==> src/dbcr_pkg.sv <==
// constants, types and decode helper for the dual buck config registers
package dbcr_pkg;

  localparam int NUM_REGS = 4;

  localparam logic [7:0] ADDR_PHASE_GATE = 8'hd1;
  localparam logic [7:0] ADDR_CC_LIMIT   = 8'hd2;
  localparam logic [7:0] ADDR_ADDR_TEMP  = 8'hd3;
  localparam logic [7:0] ADDR_SWITCHING_RATE_SELECT_WARN  = 8'hd4;

  // reset values, used until the otp image is loaded
  localparam logic [7:0] RST_PHASE_GATE = 8'ha2;
  localparam logic [7:0] RST_CC_LIMIT   = 8'h48;
  localparam logic [7:0] RST_ADDR_TEMP  = 8'h0a;
  localparam logic [7:0] RST_SWITCHING_RATE_SELECT_WARN  = 8'h64;

  // implemented bits per register
  localparam logic [7:0] MASK_PHASE_GATE = 8'hb7;
  localparam logic [7:0] MASK_CC_LIMIT   = 8'hff;
  localparam logic [7:0] MASK_ADDR_TEMP  = 8'hff;
  localparam logic [7:0] MASK_SWITCHING_RATE_SELECT_WARN  = 8'hf7;

  localparam logic [7:0] REG_RST  [NUM_REGS] = '{RST_PHASE_GATE,
    RST_CC_LIMIT, RST_ADDR_TEMP, RST_SWITCHING_RATE_SELECT_WARN};
  localparam logic [7:0] REG_MASK [NUM_REGS] = '{MASK_PHASE_GATE,
    MASK_CC_LIMIT, MASK_ADDR_TEMP, MASK_SWITCHING_RATE_SELECT_WARN};

  localparam int GATE_BIT   = 7;
  localparam int PHASE_LSB  = 4;
  localparam int DRV_LSB    = 1;
  localparam int DITHER_BIT = 0;
  localparam int SADDR_LSB  = 3;
  localparam int TSD_LSB    = 0;
  localparam int SWITCHING_RATE_SELECT_LSB   = 6;
  localparam int SLEW_LSB   = 4;
  localparam int WARN_LSB   = 0;

  // slave address bits a7:a6 are fixed
  localparam logic [1:0] SADDR_FIXED_HI = 2'b11;
  localparam logic [2:0] BIT_LAST       = 3'h7;

  typedef enum logic [2:0] {
    ST_IDLE = 3'b000,
    ST_ADDR = 3'b001,
    ST_ACKA = 3'b010,
    ST_WR   = 3'b011,
    ST_ACKW = 3'b100,
    ST_RD   = 3'b101,
    ST_ACKR = 3'b110,
    ST_RDLD = 3'b111
  } dbcr_state_t;

  // {hit, index} for a register pointer
  function automatic logic [2:0] dbcr_decode(input logic [7:0] a);
    logic [7:0] d;
    d = a - ADDR_PHASE_GATE;
    dbcr_decode = {(a >= ADDR_PHASE_GATE) && (a <= ADDR_SWITCHING_RATE_SELECT_WARN), d[1:0]};
  endfunction

endpackage

==> src/dbcr_reg_if.sv <==
// register access carrier between the serial engine and the bank
`timescale 1ns/1ns
interface dbcr_reg_if;
  logic       we;
  logic [7:0] addr;
  logic [7:0] wdata;
  logic [7:0] rdata;
  modport host (output we, addr, wdata, input rdata);
  modport bank (input we, addr, wdata, output rdata);
endinterface

==> src/dbcr_regbank.sv <==
// four configuration registers with otp load and registered read data
`timescale 1ns/1ns
module dbcr_regbank
  import dbcr_pkg::*;
(
  input  wire logic        clock,
  input  wire logic        nrst,
  input  wire logic        otp_load,
  input  wire logic [31:0] otp_data,
  dbcr_reg_if.bank         rb,
  output logic [7:0]       phase_gate_dither_ctrl,
  output logic [7:0]       cc_limit_setting,
  output logic [7:0]       address_and_shutdown_temp,
  output logic [7:0]       frequency_slew_warning_ctrl
);

  logic [7:0] cfg_reg [NUM_REGS];
  logic [7:0] rdata_reg;
  wire  [2:0] dec = dbcr_decode(rb.addr);
  wire        hit = dec[2];
  wire  [1:0] idx = dec[1:0];

  // otp image wins over a host write in the same cycle
  always_ff @(posedge clock or negedge nrst) begin
    if (!nrst) begin
      for (int i = 0; i < NUM_REGS; i++) begin
        cfg_reg[i] <= REG_RST[i];
      end
    end else if (otp_load) begin
      for (int i = 0; i < NUM_REGS; i++) begin
        cfg_reg[i] <= otp_data[8*i +: 8] & REG_MASK[i]; // RULE12 RULE14
      end
    end else if (rb.we && hit) begin
      cfg_reg[idx] <= rb.wdata & REG_MASK[idx]; // RULE12 RULE14
    end
  end

  always_ff @(posedge clock or negedge nrst) begin
    if (!nrst) begin
      rdata_reg <= 8'h00;
    end else begin
      rdata_reg <= hit ? cfg_reg[idx] : 8'h00; // RULE12
    end
  end

  assign rb.rdata                    = rdata_reg;
  assign phase_gate_dither_ctrl      = cfg_reg[0];
  assign cc_limit_setting            = cfg_reg[1];
  assign address_and_shutdown_temp   = cfg_reg[2];
  assign frequency_slew_warning_ctrl = cfg_reg[3];

  wire wr_pg = rb.we && rb.addr == ADDR_PHASE_GATE && !otp_load;
  wire wr_cc = rb.we && rb.addr == ADDR_CC_LIMIT && !otp_load;
  wire wr_at = rb.we && rb.addr == ADDR_ADDR_TEMP && !otp_load;
  wire wr_fw = rb.we && rb.addr == ADDR_SWITCHING_RATE_SELECT_WARN && !otp_load;

  property p_gate_wr;
    @(posedge clock) disable iff (!nrst)
    wr_pg |=> phase_gate_dither_ctrl[GATE_BIT] == $past(rb.wdata[7]);
  endproperty
  a_gate_wr: assert property (p_gate_wr) else $error("gate bit lost"); // RULE1

  property p_phase_wr;
    @(posedge clock) disable iff (!nrst)
    wr_pg |=> phase_gate_dither_ctrl[5:4] == $past(rb.wdata[5:4]);
  endproperty
  a_phase_wr: assert property (p_phase_wr) else $error("phase lost"); // RULE2

  property p_drv_wr;
    @(posedge clock) disable iff (!nrst)
    wr_pg |=> phase_gate_dither_ctrl[2:1] == $past(rb.wdata[2:1]);
  endproperty
  a_drv_wr: assert property (p_drv_wr) else $error("drv level lost"); // RULE3

  property p_dither_wr;
    @(posedge clock) disable iff (!nrst)
    wr_pg ##1 !otp_load && !(rb.we && rb.addr == ADDR_PHASE_GATE)
      |=> phase_gate_dither_ctrl[0] == $past(rb.wdata[0], 2);
  endproperty
  a_dither_wr: assert property (p_dither_wr) else $error("dither lost"); // RULE4

  property p_cc_wr;
    @(posedge clock) disable iff (!nrst)
    wr_cc |=> cc_limit_setting == $past(rb.wdata);
  endproperty
  a_cc_wr: assert property (p_cc_wr) else $error("cc code lost"); // RULE5

  property p_at_wr;
    @(posedge clock) disable iff (!nrst)
    wr_at |=> address_and_shutdown_temp == $past(rb.wdata);
  endproperty
  a_at_wr: assert property (p_at_wr) else $error("addr/tsd lost"); // RULE7 RULE8

  property p_fw_wr;
    @(posedge clock) disable iff (!nrst)
    wr_fw |=> frequency_slew_warning_ctrl[7:4] == $past(rb.wdata[7:4]) &&
      frequency_slew_warning_ctrl[2:0] == $past(rb.wdata[2:0]);
  endproperty
  a_fw_wr: assert property (p_fw_wr) else $error("switching_rate_select/warn lost"); // RULE9 RULE10 RULE11

  property p_otp;
    @(posedge clock) disable iff (!nrst)
    otp_load |=> cc_limit_setting == $past(otp_data[15:8]) &&
      address_and_shutdown_temp == $past(otp_data[23:16]);
  endproperty
  a_otp: assert property (p_otp) else $error("otp not loaded"); // RULE12

  property p_reserved;
    @(posedge clock) disable iff (!nrst)
    (rb.we || otp_load) |=> phase_gate_dither_ctrl[6] == 1'b0 &&
      phase_gate_dither_ctrl[3] == 1'b0 && frequency_slew_warning_ctrl[3] == 1'b0;
  endproperty
  a_reserved: assert property (p_reserved) else $error("reserved set"); // RULE14

  property p_rdata;
    @(posedge clock) disable iff (!nrst)
    !hit |=> rdata_reg == 8'h00;
  endproperty
  a_rdata: assert property (p_rdata) else $error("unmapped read nonzero"); // RULE14

endmodule

==> src/dbcr_top.sv <==
// serial-bus slave and configuration outputs of the dual buck controller
//
// Function
// [RULE1] phase/gate bit 7 enables both isolation gate drivers, default on.
// [RULE2] bits 5:4 set channel two clock phase offset, default half turn.
// [RULE3] bits 2:1 choose driver supply level, default code 01.
// [RULE4] bit 0 enables spread-spectrum dithering, default off.
// [RULE5] current-limit register holds 8-bit code, 50mA steps, default 72.
// [RULE6] host keeps current-limit code within 1A to 6.4A.
// [RULE7] address register bits 7:3 supply slave address bits A5:A1.
// [RULE8] address register bits 2:0 select thermal-shutdown level, default 010.
// [RULE9] frequency register bits 7:6 pick switching frequency, default 01.
// [RULE10] bits 5:4 pick reference ramp rate, default 10.
// [RULE11] bits 2:0 set thermal warning level, default 100.
// [RULE12] registers are read/write; reset contents come from otp memory.
// [RULE13] default slave address is 61h until address bits change.
// [RULE14] unassigned bits read zero and ignore writes.
`timescale 1ns/1ns
module dbcr_top
  import dbcr_pkg::*;
(
  input  wire logic        clock,
  input  wire logic        nrst,
  input  wire logic        scl_in,
  input  wire logic        sda_in,
  output logic             sda_out,
  output logic             sda_oe_n,
  input  wire logic        otp_load,
  input  wire logic [31:0] otp_data,
  output logic             gate_driver_outputs_on,
  output logic [1:0]       phase_offset_sel,
  output logic [1:0]       driver_supply_level,
  output logic             dither_enable,
  output logic [7:0]       current_limit_code,
  output logic [6:0]       slave_addr,
  output logic [2:0]       shutdown_temp_sel,
  output logic [1:0]       switching_rate_select,
  output logic [1:0]       slew_rate_sel,
  output logic [2:0]       thermal_warning_level
);

  dbcr_reg_if rb ();

  logic [7:0]  pg_cfg;
  logic [7:0]  cc_cfg;
  logic [7:0]  at_cfg;
  logic [7:0]  fw_cfg;

  dbcr_regbank u_bank (
    .clock                       (clock),
    .nrst                        (nrst),
    .otp_load                    (otp_load),
    .otp_data                    (otp_data),
    .rb                          (rb.bank),
    .phase_gate_dither_ctrl      (pg_cfg),
    .cc_limit_setting            (cc_cfg),
    .address_and_shutdown_temp   (at_cfg),
    .frequency_slew_warning_ctrl (fw_cfg)
  );

  assign gate_driver_outputs_on = pg_cfg[GATE_BIT]; // RULE1
  assign phase_offset_sel       = pg_cfg[PHASE_LSB +: 2]; // RULE2
  assign driver_supply_level    = pg_cfg[DRV_LSB +: 2]; // RULE3
  assign dither_enable          = pg_cfg[DITHER_BIT]; // RULE4
  assign current_limit_code     = cc_cfg; // RULE5
  assign slave_addr = {SADDR_FIXED_HI, at_cfg[SADDR_LSB +: 5]}; // RULE7 RULE13
  assign shutdown_temp_sel      = at_cfg[TSD_LSB +: 3]; // RULE8
  assign switching_rate_select  = fw_cfg[SWITCHING_RATE_SELECT_LSB +: 2]; // RULE9
  assign slew_rate_sel          = fw_cfg[SLEW_LSB +: 2]; // RULE10
  assign thermal_warning_level  = fw_cfg[WARN_LSB +: 3]; // RULE11

  dbcr_state_t state_reg;
  dbcr_state_t state_next;
  logic        scl_reg;
  logic        sda_reg;
  logic [2:0]  cnt_reg;
  logic [2:0]  cnt_next;
  logic [7:0]  shift_reg;
  logic [7:0]  shift_next;
  logic [7:0]  tx_reg;
  logic [7:0]  tx_next;
  logic [7:0]  ptr_reg;
  logic [7:0]  ptr_next;
  logic        ptr_set_reg;
  logic        ptr_set_next;
  logic        rw_reg;
  logic        rw_next;
  logic        oe_n_reg;
  logic        oe_n_next;
  logic        we_c;

  // bus conditions, sampled against the previous level
  wire scl_rise  = scl_in & ~scl_reg;
  wire scl_fall  = ~scl_in & scl_reg;
  wire start_det = scl_in & scl_reg & sda_reg & ~sda_in;
  wire stop_det  = scl_in & scl_reg & ~sda_reg & sda_in;
  wire [7:0] shift_in  = {shift_reg[6:0], sda_in};
  wire       last_bit  = cnt_reg == BIT_LAST;
  wire [2:0] cnt_inc   = cnt_reg + 3'h1;
  wire [7:0] ptr_inc   = ptr_reg + 8'h01;
  wire       addr_hit  = shift_reg[6:0] == slave_addr; // RULE7 RULE13

  assign rb.we    = we_c;
  assign rb.addr  = ptr_reg;
  assign rb.wdata = shift_in;

  always_comb begin
    state_next   = state_reg;
    cnt_next     = cnt_reg;
    shift_next   = shift_reg;
    tx_next      = tx_reg;
    ptr_next     = ptr_reg;
    ptr_set_next = ptr_set_reg;
    rw_next      = rw_reg;
    oe_n_next    = oe_n_reg;
    we_c         = 1'b0;
    if (start_det) begin
      state_next   = ST_ADDR;
      cnt_next     = 3'h0;
      oe_n_next    = 1'b1;
      ptr_set_next = 1'b0;
    end else if (stop_det) begin
      state_next = ST_IDLE;
      oe_n_next  = 1'b1;
    end else begin
      unique case (state_reg)
        ST_IDLE: begin
        end
        ST_ADDR: begin
          if (scl_rise) begin
            shift_next = shift_in;
            cnt_next   = cnt_inc;
            if (last_bit) begin
              rw_next    = sda_in;
              state_next = addr_hit ? ST_ACKA : ST_IDLE; // RULE13
            end
          end
        end
        ST_ACKA: begin
          if (scl_fall) begin
            cnt_next = 3'h0;
            if (oe_n_reg) begin
              oe_n_next = 1'b0;
            end else if (rw_reg) begin
              state_next = ST_RD;
              tx_next    = rb.rdata;
              oe_n_next  = rb.rdata[7];
            end else begin
              state_next = ST_WR;
              oe_n_next  = 1'b1;
            end
          end
        end
        ST_WR: begin
          if (scl_rise) begin
            shift_next = shift_in;
            cnt_next   = cnt_inc;
            if (last_bit) begin
              state_next = ST_ACKW;
              if (ptr_set_reg) begin
                we_c     = 1'b1; // RULE12
                ptr_next = ptr_inc;
              end else begin
                ptr_next     = shift_in;
                ptr_set_next = 1'b1;
              end
            end
          end
        end
        ST_ACKW: begin
          if (scl_fall) begin
            cnt_next = 3'h0;
            if (oe_n_reg) begin
              oe_n_next = 1'b0;
            end else begin
              state_next = ST_WR;
              oe_n_next  = 1'b1;
            end
          end
        end
        ST_RD: begin
          if (scl_rise) begin
            cnt_next = cnt_inc;
            if (last_bit) begin
              state_next = ST_ACKR;
            end
          end else if (scl_fall) begin
            tx_next   = {tx_reg[6:0], 1'b0};
            oe_n_next = tx_reg[6];
          end
        end
        ST_ACKR: begin
          if (scl_fall) begin
            oe_n_next = 1'b1;
          end else if (scl_rise) begin
            if (!sda_in) begin
              ptr_next   = ptr_inc;
              state_next = ST_RDLD;
            end else begin
              state_next = ST_IDLE;
            end
          end
        end
        ST_RDLD: begin
          if (scl_fall) begin
            state_next = ST_RD;
            cnt_next   = 3'h0;
            tx_next    = rb.rdata; // RULE12
            oe_n_next  = rb.rdata[7];
          end
        end
      endcase
    end
  end

  always_ff @(posedge clock or negedge nrst) begin
    if (!nrst) begin
      state_reg   <= ST_IDLE;
      scl_reg     <= 1'b1;
      sda_reg     <= 1'b1;
      cnt_reg     <= 3'h0;
      shift_reg   <= 8'h00;
      tx_reg      <= 8'h00;
      ptr_reg     <= 8'h00;
      ptr_set_reg <= 1'b0;
      rw_reg      <= 1'b0;
      oe_n_reg    <= 1'b1;
      sda_out     <= 1'b0;
    end else begin
      state_reg   <= state_next;
      scl_reg     <= scl_in;
      sda_reg     <= sda_in;
      cnt_reg     <= cnt_next;
      shift_reg   <= shift_next;
      tx_reg      <= tx_next;
      ptr_reg     <= ptr_next;
      ptr_set_reg <= ptr_set_next;
      rw_reg      <= rw_next;
      oe_n_reg    <= oe_n_next;
      sda_out     <= 1'b0;
    end
  end

  assign sda_oe_n = oe_n_reg;

  property p_addr_miss;
    @(posedge clock) disable iff (!nrst)
    state_reg == ST_ADDR && scl_rise && last_bit && !start_det && !stop_det
      && shift_reg[6:0] != {SADDR_FIXED_HI, at_cfg[7:3]}
      |=> state_reg == ST_IDLE ##1 sda_oe_n;
  endproperty
  a_addr_miss: assert property (p_addr_miss) else $error("foreign addr taken"); // RULE13

  property p_addr_ack;
    @(posedge clock) disable iff (!nrst)
    state_reg == ST_ACKA && scl_fall && oe_n_reg && !start_det && !stop_det
      |=> !sda_oe_n;
  endproperty
  a_addr_ack: assert property (p_addr_ack) else $error("no address ack"); // RULE7

endmodule

==> config.mk <==
export PLATFORM = sky130hd
export DESIGN_NAME = dbcr_top
export DESIGN_NICKNAME = d
export VERILOG_FILES = /design/src/dbcr_pkg.sv /design/src/dbcr_reg_if.sv /design/src/dbcr_regbank.sv /design/src/dbcr_top.sv
export SDC_FILE = /design/constraint.sdc
export NUM_CORES = 1
export LEC_CHECK = 0
export BUFFER_PORTS_ARGS = -buffer_cell sky130_fd_sc_hd__buf_2
export CAP_MARGIN = 40
export CORE_MARGIN = 5
export CORE_UTILIZATION = 50
export DETAILED_ROUTE_END_ITERATION = 10
export PLACE_DENSITY_LB_ADDON = 0.12
export SKIP_LAST_GASP = 1
export SLEW_MARGIN = 25
export SYNTH_ARGS = -nofsm -noshare
export SYNTH_HDL_FRONTEND = slang
export SYNTH_HIERARCHICAL = 1
export SYNTH_SLANG_ARGS = --single-unit
==> constraint.sdc <==
create_clock -name clock -period 2.9 [get_ports clock]
set_input_delay 0.435 -clock clock [delete_from_list [all_inputs] [get_ports clock]]
set_output_delay 0.435 -clock clock [all_outputs]
set_load 0.01 [all_outputs]
Word-level counts from Yosys, hierarchy flattened:

Cells that the tools add are included.
W data, S select, Z words.

* bits in registers: 73
* logic and storage cells: 172
* output and inout port bits: 33
* input port bits: 37

* equality and inequality tests: 39
* reductions and logical operators: 23
* add/sub/neg operators: 3
* order comparisons: 4
* bitwise operators: 15
* multiplexer cells: 73

Operators by type and width (number)
* $mux W8: 12
* $mux W32: 2
* $ne A4 B4 Y1 const B: 16
* $mux W3: 21
* $mux W7: 6
* $bmux W8 S2: 2
* $bwmux W32: 1
* $ne A2 B2 Y1 const B: 12
* $mux W1: 22
* $pmux W3 S7: 1
* $pmux W7 S3: 1
* $demux W8 S2: 1
* $pmux W8 S2: 1
* $eq A3 B3 Y1 const B: 5
* $reduce_and A14 Y1: 1
* $reduce_and A4 Y1: 3
* $reduce_bool A2 Y1: 5
* $reduce_and A9 Y1: 1
* $reduce_bool A9 Y1: 1
* $add A8 B1 Y8 const B: 1
* $and A8 B8 Y8: 1
* $ge A8 B8 Y1 const B: 1
* $le A8 B8 Y1 const B: 1
* $reduce_and A8 Y1: 1
* 21 further kinds: 38

Depth between registers and ports, before layout:

* word-level depth: 9
* mapped depth: 9
* mapped depth without buffers: 7

Cells and area by module:

Netlist, hierarchy kept.

Modules (own cells, without submodules)
* dbcr_regbank: times used 1, area an instance 2269.7 sq um, sequential area each 1013.5 sq um, cells an instance 167
* dbcr_top: times used 1, area an instance 2074.5 sq um, sequential area each 829.5 sq um, cells an instance 211

Least setup slack after synthesis:

Ideal clock, no wire load.

* kind: flip-flop to flip-flop
* from: register scl_reg
* to: register u_bank.cfg_reg, in the netlist u_bank/address_and_shutdown_temp[0]
* setup time: 0.125 ns
* stages on the path, launching flop included: 9
* arrival: 2.185 ns
* slack: 0.591 ns
* path buffers: 2
* required time: 2.775 ns
* clock period less this slack: 2.309 ns
* cells stage by stage: dfstp_2 > and2b_4 > and2_1 > buf_4 > and4_1 > and3b_1 > buf_6 > a31oi_4 > mux2_2

* word-level cells in the longest chain between the ends: 8
* elaborated cells on any way between the ends: 13
* classes of those cells: mux (4); bitwise (7); reduce/logical (2)

RTL lines
* start, declared: RTL line dbcr_top.sv:74 `logic scl_reg;`
* start signal, assigned: RTL line dbcr_top.sv:231 `scl_reg <= scl_in;`
* $not A1 Y1: RTL line dbcr_top.sv:93 `wire scl_rise = scl_in & ~scl_reg;`
* $and A1 B1 Y1: RTL line dbcr_top.sv:93
* $mux W1: RTL line dbcr_top.sv:155 `if (scl_rise) begin`
* $mux W1: RTL line dbcr_top.sv:126 `unique case (state_reg)`
* $mux W1: RTL line dbcr_top.sv:122 `end else if (stop_det) begin`
* $mux W1 (*): RTL line dbcr_top.sv:117 `if (start_det) begin`
* net rb.we: RTL line dbcr_reg_if.sv:4 `logic we;`
* $logic_and A1 B1 Y1 (*): RTL line dbcr_regbank.sv:33 `end else if (rb.we && hit) begin`
* $reduce_bool A2 Y1 (no line) (*)
* end signal, assigned by index: RTL line dbcr_regbank.sv:27 `cfg_reg[i] <= REG_RST[i];`
* end signal, assigned by index: RTL line dbcr_regbank.sv:31 `cfg_reg[i] <= otp_data[8*i +: 8] & REG_MASK[i];`
* end signal, assigned by index: RTL line dbcr_regbank.sv:34 `cfg_reg[idx] <= rb.wdata & REG_MASK[idx];`
* end, declared: RTL line dbcr_regbank.sv:17 `logic [7:0] cfg_reg [NUM_REGS];`

Mark *: on every way through the listed nets, which the timed path passes. The rest lies on a longest branch.
A chain may end at the register's enable or synchronous reset.

Worst setup path after layout:

* from: register scl_reg
* to: register u_bank.cfg_reg, in the netlist u_bank/cc_limit_setting[5]

The elaborated chain is that of the path after synthesis.

==> flow_summary.yaml <==
run_status:
  status: "finished clean"
synthesis:
  synthAdderAreaFrac_pct: 3.46
  synthSimpleGateAreaFrac_pct: 12.9
  synth_compound_area_share_pct: 13.5
  synth-xor-area-share_pct: 1.41
  synth_cell_type_count: 62
  yosysTopAreaCell: "dfrtp_1"
  synthCells: 378
  synth_top_area_share_pct: 34.6
  yosys_warnings: 6
  synth.cell_area_mm2: 0.00434
  synth_ff_type: "dfrtp_1"
  synth_top_family_by_area: "multiplexers"
  synth_mux_area_share_pct: 21.5
  syn_avg_cell_area_um2: 11.5
  synth-edff-count: 0
  synth_area_leaders: "dfrtp_1, mux2_2, dfstp_2, mux2i_1, mux4_2"
  yosysSeqAreaShare_pct: 42.4
  ys_seq_elements: 73
  async_flop_share_pct: 100
final_layout:
  drive_above_1_share_pct: 36.0
  syn_to_final_growth_pct: 13.2
  fin_nets: 488
  final_util_pct: 57.2
  final_cell_mix: "buf_2, dfrtp_1, mux2_2, mux2i_1, nand2_1"
  n_antenna_cell: 0
  layout_commonest_cell: "buf_2"
timing:
  finalHoldViolCount: 0
  setup-tns-final_ps: 0
  finalCritPeriodShare_pct: 81.2
  fmax_ghz: 0.425
  worstMarginPinSlew_ps: 695
  setup_viol: 0
  drv_slew: 0
  min_period_ps: 2360
  clock_skew_ps: 15.4
  slew_headroom_pct: 53.5
  rsz0062_at_grt: "false"
routing:
  via_per_inst: 5.75
  dr.first_iter.drc_count: 161
  vias: 3176
  wl_per_cell_um: 18.4
  firstDrtPassIters: 4
  drc: 0
  drt_wl_total_um: 10200
  drt.antenna.violating_nets: 0
setup_path:
  path_max_fanout: 8
  rr_worst_depth: 6
  endpoint_kind: "flip-flop"
  crit_start: "scl_reg"
  arrival_ps: 2590
  reg2reg_to: "u_bank/cc_limit_setting[5]"
  crit_path_start_kind: "flip-flop"
  r2r_start: "scl_reg"
  required_ps: 3140
  critical_path_class: "reg -> reg"
  r2r_slack_ps: 540
clocking:
  clkLatencyLatePin_ps: 350
  ctsHoldBuffers: 0
  cts_max_level: 3
  clkTransAtPathRegs_ps: 80
  cts_tree: "yes"
  post_cts_resized: 0
  cts-root-buf: "clkbuf_8"
  cts_buffers: 9
  clock_sinks: 73
  post_cts_buffers: 0
  ctsLongestPathBuffers: 2
global_routing:
  grt_max_degree: 43
  antenna_found_initial: 0
  grt_pass1_wl_um: 16500
  grt-ovfl-total: 0
  grt_pass1_vias: 3169
  track_usage_pct: 20.4
power:
  power_w: 0.00289
  peakVddDrop_uv: 291
  power_density_mw_per_mm2: 587
  p_leak_nw: 2.40
die:
  die_width_um: 103
  start_util_pct: 50.6
  coreArea_mm2: 0.00859
  num_rows: 34
  die_h_um: 103
  ios: 70
  die-area_mm2: 0.0107
min_path:
  hold_path.class: "in -> async"
place:
  place_congestion: 0.841
  port-buffer-count: 63
  dp_hpwl_um: 7260
job:
  maxCapViolCount: 0
area by class of cell:
| type | count | area [um^2] |
|---|---|---|
| clock buffers | 9 | 124 |
| well taps | 108 | 135 |
| repair buffers | 72 | 398 |
| multi-input cells | 274 | 2300 |
| flip-flops and latches | 73 | 1840 |
| fillers | 743 | 3680 |
| clock inverters | 7 | 77.6 |
| inverters | 9 | 33.8 |
kinds of logic (layout without fill, tap and decap cells):
logic type,count (synthesis),in the layout
other,2,3
and+or+nand+nor,99,99
muxes,78,78
adders and majority gates,12,12
AOI/OAI and AO/OA,75,75
DFF,73,73
xor gates and xnor gates,7,7
buffers and inverters,32,97
layer usage:
layer / global-route usage [%] / routed length (um)
met4: 7.07 / 174
met5: 0 / 0
met3: 3.29 / 313
met1: 29.2 / 4920
met2: 31.4 / 4740
cell usage after synthesis, drive strengths merged, types with 3 or more instances:
| cell | number |
|---|---|
| a21oi | 10 |
| a22o | 17 |
| a311oi | 3 |
| a31oi | 5 |
| and2b | 4 |
| and3 | 11 |
| and3b | 3 |
| buf | 20 |
| clkbuf | 3 |
| dfrtp | 60 |
| dfstp | 13 |
| ha | 12 |
| inv | 9 |
| mux2 | 38 |
| mux2i | 32 |
| mux4 | 8 |
| nand2 | 30 |
| nand2b | 8 |
| nand3 | 8 |
| nand4 | 3 |
| nor2 | 12 |
| nor2b | 7 |
| nor3 | 5 |
| o21a | 3 |
| o21ai | 21 |
| o22ai | 3 |
| xnor2 | 3 |
| xor2 | 4 |
worst max-delay path, stage by stage, from the launching register on:
cell and delay, ps:
dfstp_2 570, and2b_4 210, and2_1 140, and4_1 240, and3b_1 270, a31oi_4 420
mux2_2 380
per-stage QoR:
stage                     area, um^2  setup WS, ps  cells  hold slack (ps)
final                           4920           544    552             20.7
after detailed placement        4710           561    536              410
after floorplan                 4350           591    379              139
after global placement          4690           564    535              472
after global routing            4920           475    552             47.8
after CTS                       4920           547    552             14.7
worst max-delay path by stage:
stage / to / cells after the start
2_1_floorplan: u_bank/address_and_shutdown_temp[0] / 8
3_3_place_gp: u_bank/cc_limit_setting[4] / 7
3_5_place_dp: u_bank/cc_limit_setting[5] / 7
4_1_cts: u_bank/cc_limit_setting[5] / 6
5_1_grt: u_bank/cc_limit_setting[5] / 6
6_report: u_bank/cc_limit_setting[5] / 6
power breakdown:
group	internal (W)	leakage [nW]	switching, W	total, W
logic	0.000371	1.37	0.000388	0.000759
clock network	0.000405	0.100	0.000420	0.000825
registers	0.00115	0.935	0.000153	0.00130
No activity file was read; power rests on OpenSTA's default activity.
